**src/hcsi_pkg.sv**
```systemverilog
// package of constants and types for the host cycle status interface
package hcsi_pkg;
	localparam int ADDR_W = 24;
	localparam int BE_W = 4;
	localparam int CTRL_W = 7;
	localparam int SYNC_W = CTRL_W + ADDR_W + BE_W;
	localparam int UP_LSB = 15;
	localparam int UP_W = 7;
	localparam int A20_POS = 18;
	localparam int SA_HI_W = 18;
	localparam logic [SYNC_W-1:0] SYNC_RST = 35'h7_FFFF_FFFF;
	localparam logic [19:0] SA_RST = 20'h0_0000;
	localparam logic [ADDR_W-1:0] ADDR_RST = 24'h00_0000;
	typedef enum logic [1:0] {HCSI_IDLE, HCSI_CMD, HCSI_END} hcsi_state_t;
	typedef enum logic [1:0] {HCSI_WR, HCSI_RD, HCSI_INTA} hcsi_kind_t;
endpackage : hcsi_pkg

```
**src/hcsi_core.sv**
```systemverilog
// cycle status decoder, address latches and ready handshake toward the system controller
`timescale 1ns/10ps
module hcsi_core (
	// clock and reset
	input wire logic ref_clk_in,
	input wire logic sys_rst_in,
	// system controller status pins
	input wire logic cycle_status0_n_in,
	output logic cycle_status0_n_out,
	output logic cycle_status0_n_oe_out,
	input wire logic cycle_status1_n_in,
	output logic cycle_status1_n_out,
	output logic cycle_status1_n_oe_out,
	input wire logic mem_io_select_in,
	input wire logic early_addr_latch_n_in,
	input wire logic onboard_dram_sel_n_in,
	input wire logic addr_bit20_block_n_in,
	input wire logic cpu_hold_ack_in,
	output logic channel_ready_n_out,
	// local address bus
	input wire logic [25:2] local_addr_in,
	input wire logic [3:0] byte_en_n_in,
	// slot side
	output logic slot_clock_out,
	output logic [23:17] latched_upper_addr_out,
	output logic latched_addr_bit20_out,
	output logic [19:0] slot_addr_out,
	output logic slot_addr_bit20_out,
	output logic slot_high_byte_en_n_out,
	output logic bus_drive_en_out,
	output logic mem_rd_n_out,
	output logic mem_wr_n_out,
	output logic io_rd_n_out,
	output logic io_wr_n_out,
	output logic int_ack_n_out,
	// slot command engine and dma side
	input wire logic cycle_done_in,
	input wire logic dma_mem_wr_n_in,
	input wire logic dma_mem_rd_n_in
);
	logic [hcsi_pkg::SYNC_W-1:0] sync1_q;
	logic [hcsi_pkg::SYNC_W-1:0] sync2_q;
	logic [hcsi_pkg::SYNC_W-1:0] raw;
	logic s0_act, s1_act, mem_sel, early_addr_latch_n_n, dram_n, blk_n, hold;
	logic [hcsi_pkg::ADDR_W-1:0] addr_s;
	logic [3:0] be_s;
	hcsi_pkg::hcsi_state_t state_q, state_d;
	hcsi_pkg::hcsi_kind_t kind_q, kind_d;
	logic mem_q, mem_d, req_prev_q, req_act, req_edge, hold_q;
	logic [hcsi_pkg::ADDR_W-1:0] lat_q, lat_d;
	logic [3:0] be_q, be_d;
	logic [19:0] sa_q, sa_d;
	logic slot_high_byte_en_n_q, slot_high_byte_en_n_d, sclk_q, sclk_d, rdy_q, rdy_d;
	logic mr_q, mr_d, mw_q, mw_d, ir_q, ir_d, iw_q, iw_d, ia_q, ia_d;
	logic [1:0] low_sel;
	logic a20;

	assign raw = {cycle_status0_n_in, cycle_status1_n_in, mem_io_select_in,
		early_addr_latch_n_in, onboard_dram_sel_n_in, addr_bit20_block_n_in,
		cpu_hold_ack_in, local_addr_in, byte_en_n_in};

	// first stage samples on the falling edge; only the second stage reads it
	always_ff @(negedge ref_clk_in) begin
		if (sys_rst_in) begin
			sync1_q <= hcsi_pkg::SYNC_RST;
		end else begin
			sync1_q <= raw;
		end
	end

	assign s0_act = ~sync2_q[34];
	assign s1_act = ~sync2_q[33];
	assign mem_sel = sync2_q[32];
	assign early_addr_latch_n_n = sync2_q[31];
	assign dram_n = sync2_q[30];
	assign blk_n = sync2_q[29];
	assign hold = sync2_q[28];
	assign addr_s = sync2_q[27:4];
	assign be_s = sync2_q[3:0];
	// status sampled while we still drove the pins is our own strobe, not a request
	assign req_act = (s0_act | s1_act) & ~hold & ~hold_q;
	assign req_edge = req_act & ~req_prev_q;

	always_comb begin
		state_d = state_q;
		kind_d = kind_q;
		mem_d = mem_q;
		lat_d = lat_q;
		be_d = be_q;
		sa_d = sa_q;
		slot_high_byte_en_n_d = slot_high_byte_en_n_q;
		low_sel = 2'h3;
		sclk_d = ~sclk_q;
		if (!early_addr_latch_n_n) begin
			lat_d = addr_s;
			be_d = be_s;
		end
		// lowest enabled byte lane gives the two low slot address bits
		if (!be_q[0]) begin
			low_sel = 2'h0;
		end else if (!be_q[1]) begin
			low_sel = 2'h1;
		end else if (!be_q[2]) begin
			low_sel = 2'h2;
		end
		case (state_q)
			hcsi_pkg::HCSI_IDLE: begin
				if (req_edge) begin
					sa_d = {lat_q[hcsi_pkg::SA_HI_W-1:0], low_sel};
					slot_high_byte_en_n_d = be_q[1] & be_q[3];
					mem_d = mem_sel;
					if (s0_act && s1_act) begin
						kind_d = hcsi_pkg::HCSI_INTA;
					end else if (s0_act) begin
						kind_d = hcsi_pkg::HCSI_WR;
					end else begin
						kind_d = hcsi_pkg::HCSI_RD;
					end
					state_d = hcsi_pkg::HCSI_CMD;
				end
			end
			hcsi_pkg::HCSI_CMD: begin
				if (cycle_done_in) begin
					state_d = hcsi_pkg::HCSI_END;
				end
			end
			hcsi_pkg::HCSI_END: begin
				state_d = hcsi_pkg::HCSI_IDLE;
			end
			default: begin
				state_d = hcsi_pkg::HCSI_IDLE;
			end
		endcase
		// ready is low in idle and once the cycle can complete
		rdy_d = (state_d == hcsi_pkg::HCSI_CMD);
		// on-board memory cycles stay off the slot memory strobes
		mr_d = ~((state_d != hcsi_pkg::HCSI_IDLE) && kind_d == hcsi_pkg::HCSI_RD && mem_d
			&& dram_n);
		mw_d = ~((state_d != hcsi_pkg::HCSI_IDLE) && kind_d == hcsi_pkg::HCSI_WR && mem_d
			&& dram_n);
		ir_d = ~((state_d != hcsi_pkg::HCSI_IDLE) && kind_d == hcsi_pkg::HCSI_RD && !mem_d);
		iw_d = ~((state_d != hcsi_pkg::HCSI_IDLE) && kind_d == hcsi_pkg::HCSI_WR && !mem_d);
		ia_d = ~((state_d != hcsi_pkg::HCSI_IDLE) && kind_d == hcsi_pkg::HCSI_INTA);
	end

	always_ff @(posedge ref_clk_in) begin
		if (sys_rst_in) begin
			sync2_q <= hcsi_pkg::SYNC_RST;
			state_q <= hcsi_pkg::HCSI_IDLE;
			kind_q <= hcsi_pkg::HCSI_RD;
			mem_q <= 1'b0;
			req_prev_q <= 1'b0;
			hold_q <= 1'b1;
			lat_q <= hcsi_pkg::ADDR_RST;
			be_q <= 4'hF;
			sa_q <= hcsi_pkg::SA_RST;
			slot_high_byte_en_n_q <= 1'b1;
			sclk_q <= 1'b0;
			rdy_q <= 1'b0;
			mr_q <= 1'b1;
			mw_q <= 1'b1;
			ir_q <= 1'b1;
			iw_q <= 1'b1;
			ia_q <= 1'b1;
		end else begin
			sync2_q <= sync1_q;
			state_q <= state_d;
			kind_q <= kind_d;
			mem_q <= mem_d;
			req_prev_q <= req_act;
			hold_q <= hold;
			lat_q <= lat_d;
			be_q <= be_d;
			sa_q <= sa_d;
			slot_high_byte_en_n_q <= slot_high_byte_en_n_d;
			sclk_q <= sclk_d;
			rdy_q <= rdy_d;
			mr_q <= mr_d;
			mw_q <= mw_d;
			ir_q <= ir_d;
			iw_q <= iw_d;
			ia_q <= ia_d;
		end
	end

	// block forcing only applies in cpu mode; masters see the real bit
	assign a20 = lat_q[hcsi_pkg::A20_POS] & ~(~hold & ~blk_n);
	assign latched_upper_addr_out = lat_q[hcsi_pkg::UP_LSB +: hcsi_pkg::UP_W];
	assign latched_addr_bit20_out = a20;
	assign slot_addr_bit20_out = a20;
	assign slot_addr_out = sa_q;
	assign slot_high_byte_en_n_out = slot_high_byte_en_n_q;
	assign slot_clock_out = sclk_q;
	assign channel_ready_n_out = rdy_q;
	assign bus_drive_en_out = ~hold;
	assign cycle_status0_n_oe_out = hold;
	assign cycle_status1_n_oe_out = hold;
	assign cycle_status0_n_out = dma_mem_wr_n_in;
	assign cycle_status1_n_out = dma_mem_rd_n_in;
	assign mem_rd_n_out = mr_q;
	assign mem_wr_n_out = mw_q;
	assign io_rd_n_out = ir_q;
	assign io_wr_n_out = iw_q;
	assign int_ack_n_out = ia_q;

	ready_idle_a: assert property (@(posedge ref_clk_in) disable iff (sys_rst_in)
		(state_q == hcsi_pkg::HCSI_IDLE) |-> !channel_ready_n_out)
		else $error("channel ready not asserted while idle");
	ready_neg_a: assert property (@(posedge ref_clk_in) disable iff (sys_rst_in)
		(state_q == hcsi_pkg::HCSI_IDLE && req_edge) |=> channel_ready_n_out)
		else $error("channel ready not negated on request");
	ready_hold_a: assert property (@(posedge ref_clk_in) disable iff (sys_rst_in)
		(channel_ready_n_out && !cycle_done_in) |=> channel_ready_n_out)
		else $error("channel ready not held negated during the cycle");
	ready_back_a: assert property (@(posedge ref_clk_in) disable iff (sys_rst_in)
		(channel_ready_n_out && cycle_done_in) |=> !channel_ready_n_out)
		else $error("channel ready not reasserted when the cycle can complete");
	cmd_end_a: assert property (@(posedge ref_clk_in) disable iff (sys_rst_in)
		$fell(channel_ready_n_out) |=> (mem_rd_n_out && mem_wr_n_out && io_rd_n_out
		&& io_wr_n_out && int_ack_n_out))
		else $error("command still active after ready reasserted");
	write_dec_a: assert property (@(posedge ref_clk_in) disable iff (sys_rst_in)
		(state_q == hcsi_pkg::HCSI_IDLE && req_edge && s0_act && !s1_act && !mem_sel)
		|=> !io_wr_n_out && io_rd_n_out)
		else $error("write status not decoded as write");
	read_dec_a: assert property (@(posedge ref_clk_in) disable iff (sys_rst_in)
		(state_q == hcsi_pkg::HCSI_IDLE && req_edge && s1_act && !s0_act && mem_sel && dram_n)
		##1 dram_n |-> !mem_rd_n_out && mem_wr_n_out)
		else $error("read status not decoded as memory read");
	inta_dec_a: assert property (@(posedge ref_clk_in) disable iff (sys_rst_in)
		(state_q == hcsi_pkg::HCSI_IDLE && req_edge && s0_act && s1_act)
		|=> !int_ack_n_out && io_rd_n_out && io_wr_n_out && mem_rd_n_out && mem_wr_n_out)
		else $error("both status active not decoded as acknowledge");
	slot_clk_a: assert property (@(posedge ref_clk_in) disable iff (sys_rst_in)
		!sys_rst_in |=> slot_clock_out != $past(slot_clock_out))
		else $error("slot clock not at half rate");
	a20_block_a: assert property (@(posedge ref_clk_in) disable iff (sys_rst_in)
		(!hold && !blk_n) |-> !latched_addr_bit20_out && !slot_addr_bit20_out)
		else $error("bit 20 not blocked");
	status_dir_a: assert property (@(posedge ref_clk_in) disable iff (sys_rst_in)
		hold |-> cycle_status0_n_oe_out && cycle_status1_n_oe_out && !bus_drive_en_out)
		else $error("status pins not turned around under hold");
	relatch_a: assert property (@(posedge ref_clk_in) disable iff (sys_rst_in)
		(state_q == hcsi_pkg::HCSI_IDLE && req_edge)
		|=> slot_addr_out[19:2] == $past(lat_q[17:0]))
		else $error("slot address not relatched on request");
	latch_hold_a: assert property (@(posedge ref_clk_in) disable iff (sys_rst_in)
		early_addr_latch_n_n |=> $stable(latched_upper_addr_out))
		else $error("address latch moved while closed");
endmodule : hcsi_core

```
**config.mk**
```make
export PLATFORM = sky130hd
export DESIGN_NAME = hcsi_core
export DESIGN_NICKNAME = d
export VERILOG_FILES = /design/src/hcsi_pkg.sv /design/src/hcsi_core.sv
export SDC_FILE = /design/constraint.sdc
export NUM_CORES = 1
export LEC_CHECK = 0
export ABC_CLOCK_PERIOD_IN_PS = 2000
export BUFFER_PORTS_ARGS = -buffer_cell sky130_fd_sc_hd__buf_2
export CAP_MARGIN = 5
export CORE_AREA = 4 4 114 116
export DETAILED_ROUTE_END_ITERATION = 10
export DIE_AREA = 0 0 118 120
export MAX_ROUTING_LAYER = met4
export PLACE_DENSITY = 0.57
export SLEW_MARGIN = 20
export SYNTH_ARGS = -nofsm -noshare
export SYNTH_HDL_FRONTEND = slang
export SYNTH_SLANG_ARGS = --single-unit
```
**constraint.sdc**
```tcl
create_clock -name ref_clk_in -period 2 [get_ports ref_clk_in]
set_input_delay 0.1 -clock ref_clk_in [delete_from_list [all_inputs] [get_ports ref_clk_in]]
set_output_delay 0.1 -clock ref_clk_in [all_outputs]
set_load 0.005 [all_outputs]
```
======== Word-level counts from Yosys, hierarchy flattened ========
Index checks and enable logic that the tools add are counted.
operators by class
  eq/ne operators ......................... 4
  multiplexer cells ....................... 12
  bitwise gates (word level) .............. 20
  reductions and logical operators ........ 15
operators with widths
  cell                                                  count
  2-to-1 mux 2 bit                                      7
  NOT 1 bit                                             13
  logical AND 1 bit                                     10
  bitwise AND 1 bit                                     6
  equality test 2 x 1 -> 1 bit (second input constant)  3
  zero test 2 bit                                       2
  2-to-1 mux 1 bit                                      4
  one-hot mux 2 bit (2 select lines)                    1
  equality test 2 bit (second input constant)           1
  AND reduction 2 bit                                   1
  nonzero test 2 bit                                    1
  zero test 1 bit                                       1
  OR 1 bit                                              1
storage, ports and cells
  register bits ........................... 131
  input port bits ......................... 40
  output and inout port bits .............. 42
  word-level logic and storage cells ...... 69

======== Depth between registers and ports, before layout ========
Gate-level depths: netlist of the first run.
  depth after elaboration ................. 12
  gate-level depth with buffers ........... 5
  mapped depth without buffers ............ 3

==> results of run 1 <==
==> cell families after synthesis <==
group	share of synthesized area, %
compound gates	8.98
flops	61.2
simple gates	18.5
mux	5.54
buf+inv	5.75
==> cell usage in the layout, fill, tap and decap left out, drive strengths merged, types with 2 or more instances in the layout <==
cell    count
inv        40
buf        81
o21a        2
a21oi      23
or2        66
dfxtp     127
a211o       6
nand3      21
nor2       30
clkbuf     23
nand4       2
clkinv      6
nor2b       4
nor3        4
mux2i      23
nand2       3
o21ai      22
nor3b       2
==> synthesized netlist by cell type <==
cell,instances,area [um^2]
dfxtp_1,127,2540
or2_2,66,413
nor2_1,30,113
a21oi_1,23,115
mux2i_1,23,230
nand3_1,21,105
buf_4,15,113
o21ai_1,12,60.1
o21ai_0,10,50.1
clkbuf_1,9,33.8
buf_2,8,40.0
inv_1,6,22.5
a211o_1,5,43.8
nor2b_1,4,25.0
nor3_1,3,15.0
buf_1,2,7.51
buf_6,2,22.5
nand2_1,2,7.51
nand4_1,2,12.5
nor3b_1,2,15.0
o21a_1,2,15.0
a211o_4,1,17.5
a211oi_4,1,20.0
a2bb2oi_1,1,8.76
a32oi_1,1,8.76
a41oi_1,1,8.76
and2_1,1,6.26
nand2_2,1,6.26
nand2b_1,1,6.26
nand3b_1,1,7.51
nor3_2,1,10.0
nor4b_2,1,15.0
o2111ai_1,1,8.76
o211ai_1,1,7.51
o22a_1,1,8.76
or3_4,1,11.3
==> registers in the layout, indices dropped and copies added, names as in the netlist, 2 cells and up <==
register       flops
slot_addr_out     20
sync1_q           33
lat_q             22
state_q            2
be_q               4
sync2_q           33
kind_q             2
==> power breakdown <==
part / switching, mW / internal, mW
Sequential: 0.0423 / 2.63
Clock: 1.21 / 2.00
Combinational: 0.0864 / 0.108
==> metal layers <==
layer	track usage (%)	up-vias	part of all wire [%]
met2	15.7	77	41
met3	4.19	13	5.3
met4	5.79	0	1.9
met5	-	-	0
li1	-	1480	-
met1	15.4	1244	52
==> repair_timing <==
item,4_1_cts,5_1_grt
setup buffers,0,0
endpoints found under the hold margin,3,0
hold buffers,1,0
endpoints found under the setup margin,0,0
gates resized for setup,0,0
==> final cells by class <==
type	count	area share [%]
clock buffer	23	10.3
clock inverter	42	3.44
inverter	5	0.356
multi-input combinational	220	26.0
sequential	127	48.2
tap	147	3.49
timing repair buffer	82	8.21
==> metrics by stage <==
step | util, % | setup slack (ps)
after global routing | 44.3 | 273
after CTS | 44.3 | 312
after global placement | 38.1 | 170
final | 44.3 | 306
after floorplan | - | 188
after detailed placement | 38.1 | 144
==> worst min-delay path by stage <==
stage	end	startpoint	cells past startpoint	slack (ps)
floorplan	state_q[1]	cycle_done_in	1	220
global placement	cycle_status0_n_out	dma_mem_wr_n_in	0	200
detailed placement	cycle_status0_n_out	dma_mem_wr_n_in	0	200
CTS	lat_q[3]	sys_rst_in	2	130
global route	lat_q[3]	sys_rst_in	2	170
finish	lat_q[3]	sys_rst_in	2	130
==> impl_metrics.json, run 1 <==
{
  "status": "complete, no violations",
  "cp_slowest_cell": "dfxtp_1",
  "yosys_warnings": 0,
  "fp.dieW_um": 118,
  "vias_per_cell": 4.36,
  "die_y_um": 120,
  "r2r_slack_ps": 310,
  "avgSynthCellArea_um2": 10.7,
  "cp_cell_sequence": "or2_2",
  "routedWlPerCell_um": 12.0,
  "place_congestion": 0.798,
  "maxCapViolations": 0,
  "rows": 40,
  "max_slew_margin_pct": 66.6,
  "r2r-start": "sync1_q[30]",
  "cpPeakStageDelay_ps": 280,
  "dieArea_um2": 14200,
  "cp_data_arrival_time_ps": 1980,
  "crit_fanout": 1,
  "rsz0062_at_grt": "no",
  "cts_buffer_depth": 2,
  "postRouteAntennaNets": 0,
  "finalNetCount": 526,
  "drc": 0,
  "track_usage_pct": 11.7,
  "r2r_cells": 1,
  "place_area_um2": 4540,
  "vias": 2814,
  "h-tree-depth": 4,
  "antenna_cells": 0,
  "cpLargestDelayFamily": "flip-flops",
  "synth_nets": 429,
  "drv_slew": 0,
  "io_pins": 82,
  "cp_data_required_time_ps": 2280,
  "placed_cells": 581,
  "ff_latch_area_um2": 2540,
  "skew_ps": 33.8,
  "cellLeakagePower_nw": 2.43,
  "power.total_mw": 6.07,
  "drive_gt1_share_pct": 36.7,
  "grt_pass1_vias": 2700,
  "critPathKind": "reg2reg",
  "cp-start-kind": "flip-flop",
  "fin_cells": 646,
  "critical_path_buf_inv_count": 0,
  "finalSetupTns_ps": 0,
  "worstSetupPathDepth": 1,
  "worstReg2RegEnd": "sync2_q[30]",
  "powerDensity_nw_per_um2": 1150,
  "routed_wl_um": 7750,
  "initial_core_util_pct": 34.9,
  "synth_cells": 389,
  "nFillCells": 1162,
  "critPathLaunch": "sync1_q[30]",
  "clk_pin_slew_ps": 60,
  "endpoint_kind": "flip-flop",
  "synthesis.area_um2": 4150,
  "area_delta_synth_final_pct": 27.0,
  "ys_types": 36,
  "drt_iter0_markers": 110,
  "cts_tree": "built",
  "ys_seq_area_share_pct": 61.2,
  "core_um2": 11900,
  "worst_pin_slew_ps": 501,
  "multi_input_area_um2": 1370,
  "cts_num_sinks": 127,
  "hold_viol_final": 0,
  "antenna_found_initial": 0,
  "portBuffers": 75,
  "grt_max_degree": 61,
  "overflow": 0,
  "place_hpwl_um": 5410,
  "holdWs_ps": 132,
  "ys_seq_elements": 127,
  "ir_drop_uv": 459,
  "insertion_delay_ps": 430,
  "setup_viol": 0,
  "grt_pass1_wl_um": 13000,
  "clockRootBuffer": "clkbuf_16",
  "hold_class": "in2reg",
  "cts_buffers": 17,
  "fin_area_um2": 5270,
  "crit_path_end": "sync2_q[30]",
  "first_pass_iters": 4
}
Power figures use the tool's default switching activity.
==> run 2, diff against run 1 <==
Settings changed: ABC_AREA set to 1, ABC_CLOCK_PERIOD_IN_PS 2000 to 1500, CORE_AREA 4 4 114 116 to 4 4 113 115, DIE_AREA 0 0 118 120 to 0 0 117 119, PLACE_DENSITY 0.57 to 0.59.
Clock period 2 ns to 1.5 ns, I/O delays scaled along.
==> impl_metrics.json, run 2 <==
{
  "drive_gt1_share_pct": 35.8,
  "place_area_um2": 4460,
  "yosys-top-cells-count": "127 x dfxtp_1, 93 x nor2_1, 67 x or2_2",
  "endpoint_kind": "flip-flop",
  "postRouteAntennaNets": 0,
  "r2r-start": "sync1_q[7]",
  "cpPeakStageDelay_ps": 290,
  "initial_core_util_pct": 34.0,
  "synth_cells": 421,
  "place_hpwl_um": 5260,
  "cellLeakagePower_nw": 2.38,
  "critPathKind": "reg2reg",
  "antenna_found_initial": 0,
  "vias": 2718,
  "cp_data_required_time_ps": 1780,
  "hold_class": "in2reg",
  "ys_types": 25,
  "avgSynthCellArea_um2": 9.54,
  "cp_cell_sequence": "or2_2",
  "yosysTopAreaCell": "dfxtp_1",
  "cts_num_sinks": 127,
  "holdWs_ps": 62.2,
  "worst_pin_slew_ps": 474,
  "synth_edf_count": 0,
  "grt_max_degree": 36,
  "async_flop_share_pct": 0,
  "clk_pin_slew_ps": 60,
  "cp-start-kind": "flip-flop",
  "synthesis.area_um2": 4020,
  "crit_path_end": "sync2_q[7]",
  "synth_area_leaders": "dfxtp_1 63%, or2_2 10%, nor2_1 8.7%, o21ai_0 4.7%, nand2_1 2.1%",
  "r2r_slack_ps": 50,
  "cts_tree": "built",
  "yosys_warnings": 0,
  "fp.dieW_um": 117,
  "routedWlPerCell_um": 10.6,
  "rows": 40,
  "cp_slowest_cell": "dfxtp_1",
  "skew_ps": 35.7,
  "portBuffers": 75,
  "ir_drop_uv": 682,
  "worstHoldStart": "sys_rst_in",
  "status": "complete, no violations",
  "finalNetCount": 563,
  "rsz0062_at_grt": "no",
  "worstSetupPathDepth": 1,
  "first_pass_iters": 4,
  "routed_wl_um": 7210,
  "cts_buffers": 17,
  "cp_data_arrival_time_ps": 1730,
  "place_congestion": 0.748,
  "h-tree-depth": 4,
  "ys_seq_elements": 127,
  "synth_nets": 461,
  "area_delta_synth_final_pct": 29.4,
  "worstReg2RegEnd": "sync2_q[7]",
  "maxCapViolations": 0,
  "drv_slew": 0,
  "core_um2": 11800,
  "synth_ff_type": "dfxtp_1",
  "grt_pass1_wl_um": 12200,
  "die_y_um": 119,
  "vias_per_cell": 3.98,
  "setup_viol": 0,
  "layout_common_cells": "127 x dfxtp_1, 92 x nor2_1, 75 x buf_2, 67 x or2_2, 44 x inv_1",
  "io_pins": 82,
  "cpLargestDelayFamily": "flip-flops",
  "ys_seq_area_share_pct": 63.3,
  "clockRootBuffer": "clkbuf_16",
  "overflow": 0,
  "final_common_cell": "dfxtp_1",
  "dieArea_um2": 13900,
  "r2r_cells": 1,
  "hold_viol_final": 0,
  "antenna_cells": 0,
  "grt_pass1_vias": 2692,
  "synth_top_area_share_pct": 63.3,
  "drt_iter0_markers": 70,
  "track_usage_pct": 11.4,
  "critPathLaunch": "sync1_q[7]",
  "largestRegisters": "sync1_q x33, sync2_q x33, lat_q x22",
  "insertion_delay_ps": 430,
  "postCtsSetupRepairBufs": 0,
  "drc": 0,
  "finalSetupTns_ps": 0,
  "max_slew_margin_pct": 68.4,
  "fin_area_um2": 5200,
  "cts_buffer_depth": 2,
  "yosysMostFrequentCell": "dfxtp_1",
  "powerDensity_nw_per_um2": 1560,
  "critical_path_buf_inv_count": 0,
  "crit_fanout": 1
}
==> run 2: cell count changes in the layout (fill, tap and decap cells not counted), sizes merged, moves of 10 or more <==
cell,before,now
a21oi,23,5
inv,40,50
mux2i,23,0
nand2,3,26
nand3,21,9
nor2,30,95
o21ai,22,42
==> run 2: stage by stage <==
stage / total power [mW] / util (%) / setup WS [ps] / instances
final: 8.11 / 44.0 / 52.4 / 683
after global routing: 8.51 / 44.0 / 8.28 / 683
after CTS: 8.23 / 44.0 / 49.3 / 683
after detailed placement: 4.05 / 37.7 / -57.3 / 618
after global placement: 4.04 / 37.7 / -39.5 / 618
after floorplan: 3.96 / - / 3.46 / 421
==> run 2: repair_timing <==
action	in CTS	in global routing
hold endpoints to repair	1	0
gates resized for setup	0	2
endpoints found under the setup margin	0	3
hold buffers	1	0
==> run 2: final cells by class <==
class	instances	area (um^2)
well taps	147	184
inverters	14	57.6
clock buffers	22	518
repair buffers	83	463
fillers	1176	6610
multi-input cells	247	1220
clock inverters	43	210
flip-flops and latches	127	2540
==> run 2: how the worst min path moves through the flow <==
stage,cells past startpoint,slack (ps),endpoint
after floorplan,2,200,state_q[1]
after global placement,0,150,cycle_status0_n_out
after detailed placement,0,150,cycle_status0_n_out
after CTS,3,50,slot_clock_out
after global routing,3,60,slot_clock_out
final,3,60,slot_clock_out
==> run 2: metal layers <==
layer | vias up | part of all wire, % | wire, um | global-route usage, %
met5 | - | 0 | 0 | -
met4 | 0 | 1.4 | 101 | 4.95
met3 | 8 | 4.7 | 340 | 4.32
met2 | 54 | 43 | 3080 | 16.2
met1 | 1149 | 51 | 3690 | 14.5
li1 | 1507 | - | - | -
==> run 2: power breakdown <==
part	switching (mW)	total, mW	internal [mW]
sequential	0.0419	3.55	3.51
combinational	0.138	0.290	0.152
clock	1.66	4.27	2.60
total	1.84	8.11	6.26
==> run 2: kinds of logic after synthesis <==
kind of cell           share of synthesized area (%)
and+or+nand+nor                                 23.8
buffers and inverters                           6.35
DFF                                             63.3
AOI/OAI and AO/OA                               6.60
==> run 3, diff against run 2 <==
Settings changed: CORE_AREA 4 4 113 115 to 4 4 97 99, DIE_AREA 0 0 117 119 to 0 0 101 103, PLACE_DENSITY 0.59 to 0.76.
==> impl_metrics.json, run 3 (synthesis gave the netlist of run 2 again) <==
{
  "cp_cell_sequence": "or2_2",
  "cp_data_required_time_ps": 1880,
  "largestRegisters": "sync1_q x33, sync2_q x33, lat_q x22",
  "dieArea_um2": 10400,
  "power.total_mw": 8.01,
  "crit_fanout": 1,
  "layout_common_cells": "126 x dfxtp_1, 93 x nor2_1, 75 x buf_2, 67 x or2_2, 44 x inv_1",
  "antenna_found_initial": 0,
  "cts_num_sinks": 127,
  "fin_cells": 646,
  "grt_pass1_vias": 2716,
  "cts_buffer_depth": 2,
  "place_hpwl_um": 4700,
  "setup_viol": 0,
  "io_pins": 82,
  "fp.dieW_um": 101,
  "routed_wl_um": 7130,
  "placed_cells": 579,
  "worst_pin_slew_ps": 437,
  "routedWlPerCell_um": 11.0,
  "core_um2": 8550,
  "hold_viol_final": 0,
  "cts_buffers": 17,
  "cpLargestDelayFamily": "flip-flops",
  "postRouteAntennaNets": 0,
  "wl_met3_um": 367,
  "maxCapViolations": 0,
  "drive_gt1_share_pct": 35.7,
  "vias": 2770,
  "area_delta_synth_final_pct": 27.6,
  "cts_tree": "built",
  "status": "complete, no violations",
  "clockRootBuffer": "clkbuf_8",
  "initial_core_util_pct": 47.0,
  "h-tree-depth": 4,
  "rsz0062_at_grt": "no",
  "cpPeakStageDelay_ps": 310,
  "final_common_cell": "dfxtp_1",
  "skew_ps": 23.1,
  "grt_max_degree": 36,
  "grt_pass1_wl_um": 11700,
  "cellLeakagePower_nw": 2.37,
  "critical_path_buf_inv_count": 0,
  "powerDensity_nw_per_um2": 1560,
  "hold_class": "in2reg",
  "wl_met1_um": 3310,
  "endpoint_kind": "flip-flop",
  "wl_met2_um": 3360,
  "insertion_delay_ps": 500,
  "clk_pin_slew_ps": 60,
  "antenna_cells": 0,
  "drt_iter0_markers": 98,
  "critPathKind": "reg2reg",
  "vias_per_cell": 4.29,
  "cp-start-kind": "flip-flop",
  "die_y_um": 103,
  "dr.max_layer_used": "met4",
  "finalNetCount": 565,
  "cp_data_arrival_time_ps": 1830,
  "track_usage_pct": 14.8,
  "ir_drop_uv": 757,
  "rows": 34,
  "drc": 0,
  "portBuffers": 75,
  "holdWs_ps": 48.2,
  "overflow": 0,
  "drv_slew": 0,
  "postCtsSetupRepairBufs": 0,
  "cp_slowest_cell": "dfxtp_1",
  "place_congestion": 0.729,
  "max_slew_margin_pct": 70.8,
  "first_pass_iters": 4
}
-- run 3: cell count changes in the layout (fill, tap and decap cells not counted), moves of 2 or more --
cell / delta
clkbuf_16: -4
bufinv_16: +2
clkinv_4: -3
clkinvlp_2: +2
dlygate4sd3_1: +2
-- run 3: through the flow --
step	setup TNS [ps]	util [%]	cell area, um^2	setup WS [ps]
detailed placement	-466	51.6	4410	-22.5
floorplan	0	-	4070	3.46
CTS	0	60.0	5130	53.9
global placement	-298	51.6	4410	-10.4
global route	0	60.0	5130	16.1
finish	0	60.0	5130	57.0
-- run 3: routing by layer --
| layer | up-vias | track usage [%] |
|---|---|---|
| met5 | - | - |
| met4 | 0 | 6.75 |
| met3 | 11 | 5.55 |
| met2 | 70 | 22.7 |
| met1 | 1184 | 17.5 |
| li1 | 1505 | - |
-- run 3: final timing paths --
path,startpoint,to,slack (ps),depth (start not counted)
setup reg to reg,sync1_q[11],sync2_q[11],60,1
hold reg to reg,slot_clock_out,slot_clock_out,410,1
setup / recovery,sync1_q[11],sync2_q[11],60,1
hold / removal,sys_rst_in,slot_clock_out,50,4
-- run 3: power by group --
group / switching, mW / internal [mW] / leakage, nW
Sequential: 0.0443 / 3.51 / 1.04
Combinational: 0.137 / 0.156 / 0.881
Clock: 1.67 / 2.50 / 0.445
Total: 1.85 / 6.16 / 2.37
-- run 3: cell type report --
| class | count | area (um^2) |
|---|---|---|
| well taps | 108 | 135 |
| multi-input cells | 247 | 1220 |
| inverters | 14 | 55.1 |
| fillers | 691 | 3420 |
| flip-flops and latches | 127 | 2540 |
| clock buffers | 18 | 422 |
| repair buffers | 85 | 483 |
| clock inverters | 47 | 269 |
-- run 3: repair_timing --
action,in CTS,in global routing
endpoints found under the setup margin,0,2
endpoints found under the hold margin,11,0
resized for setup,0,1
hold buffers,3,0
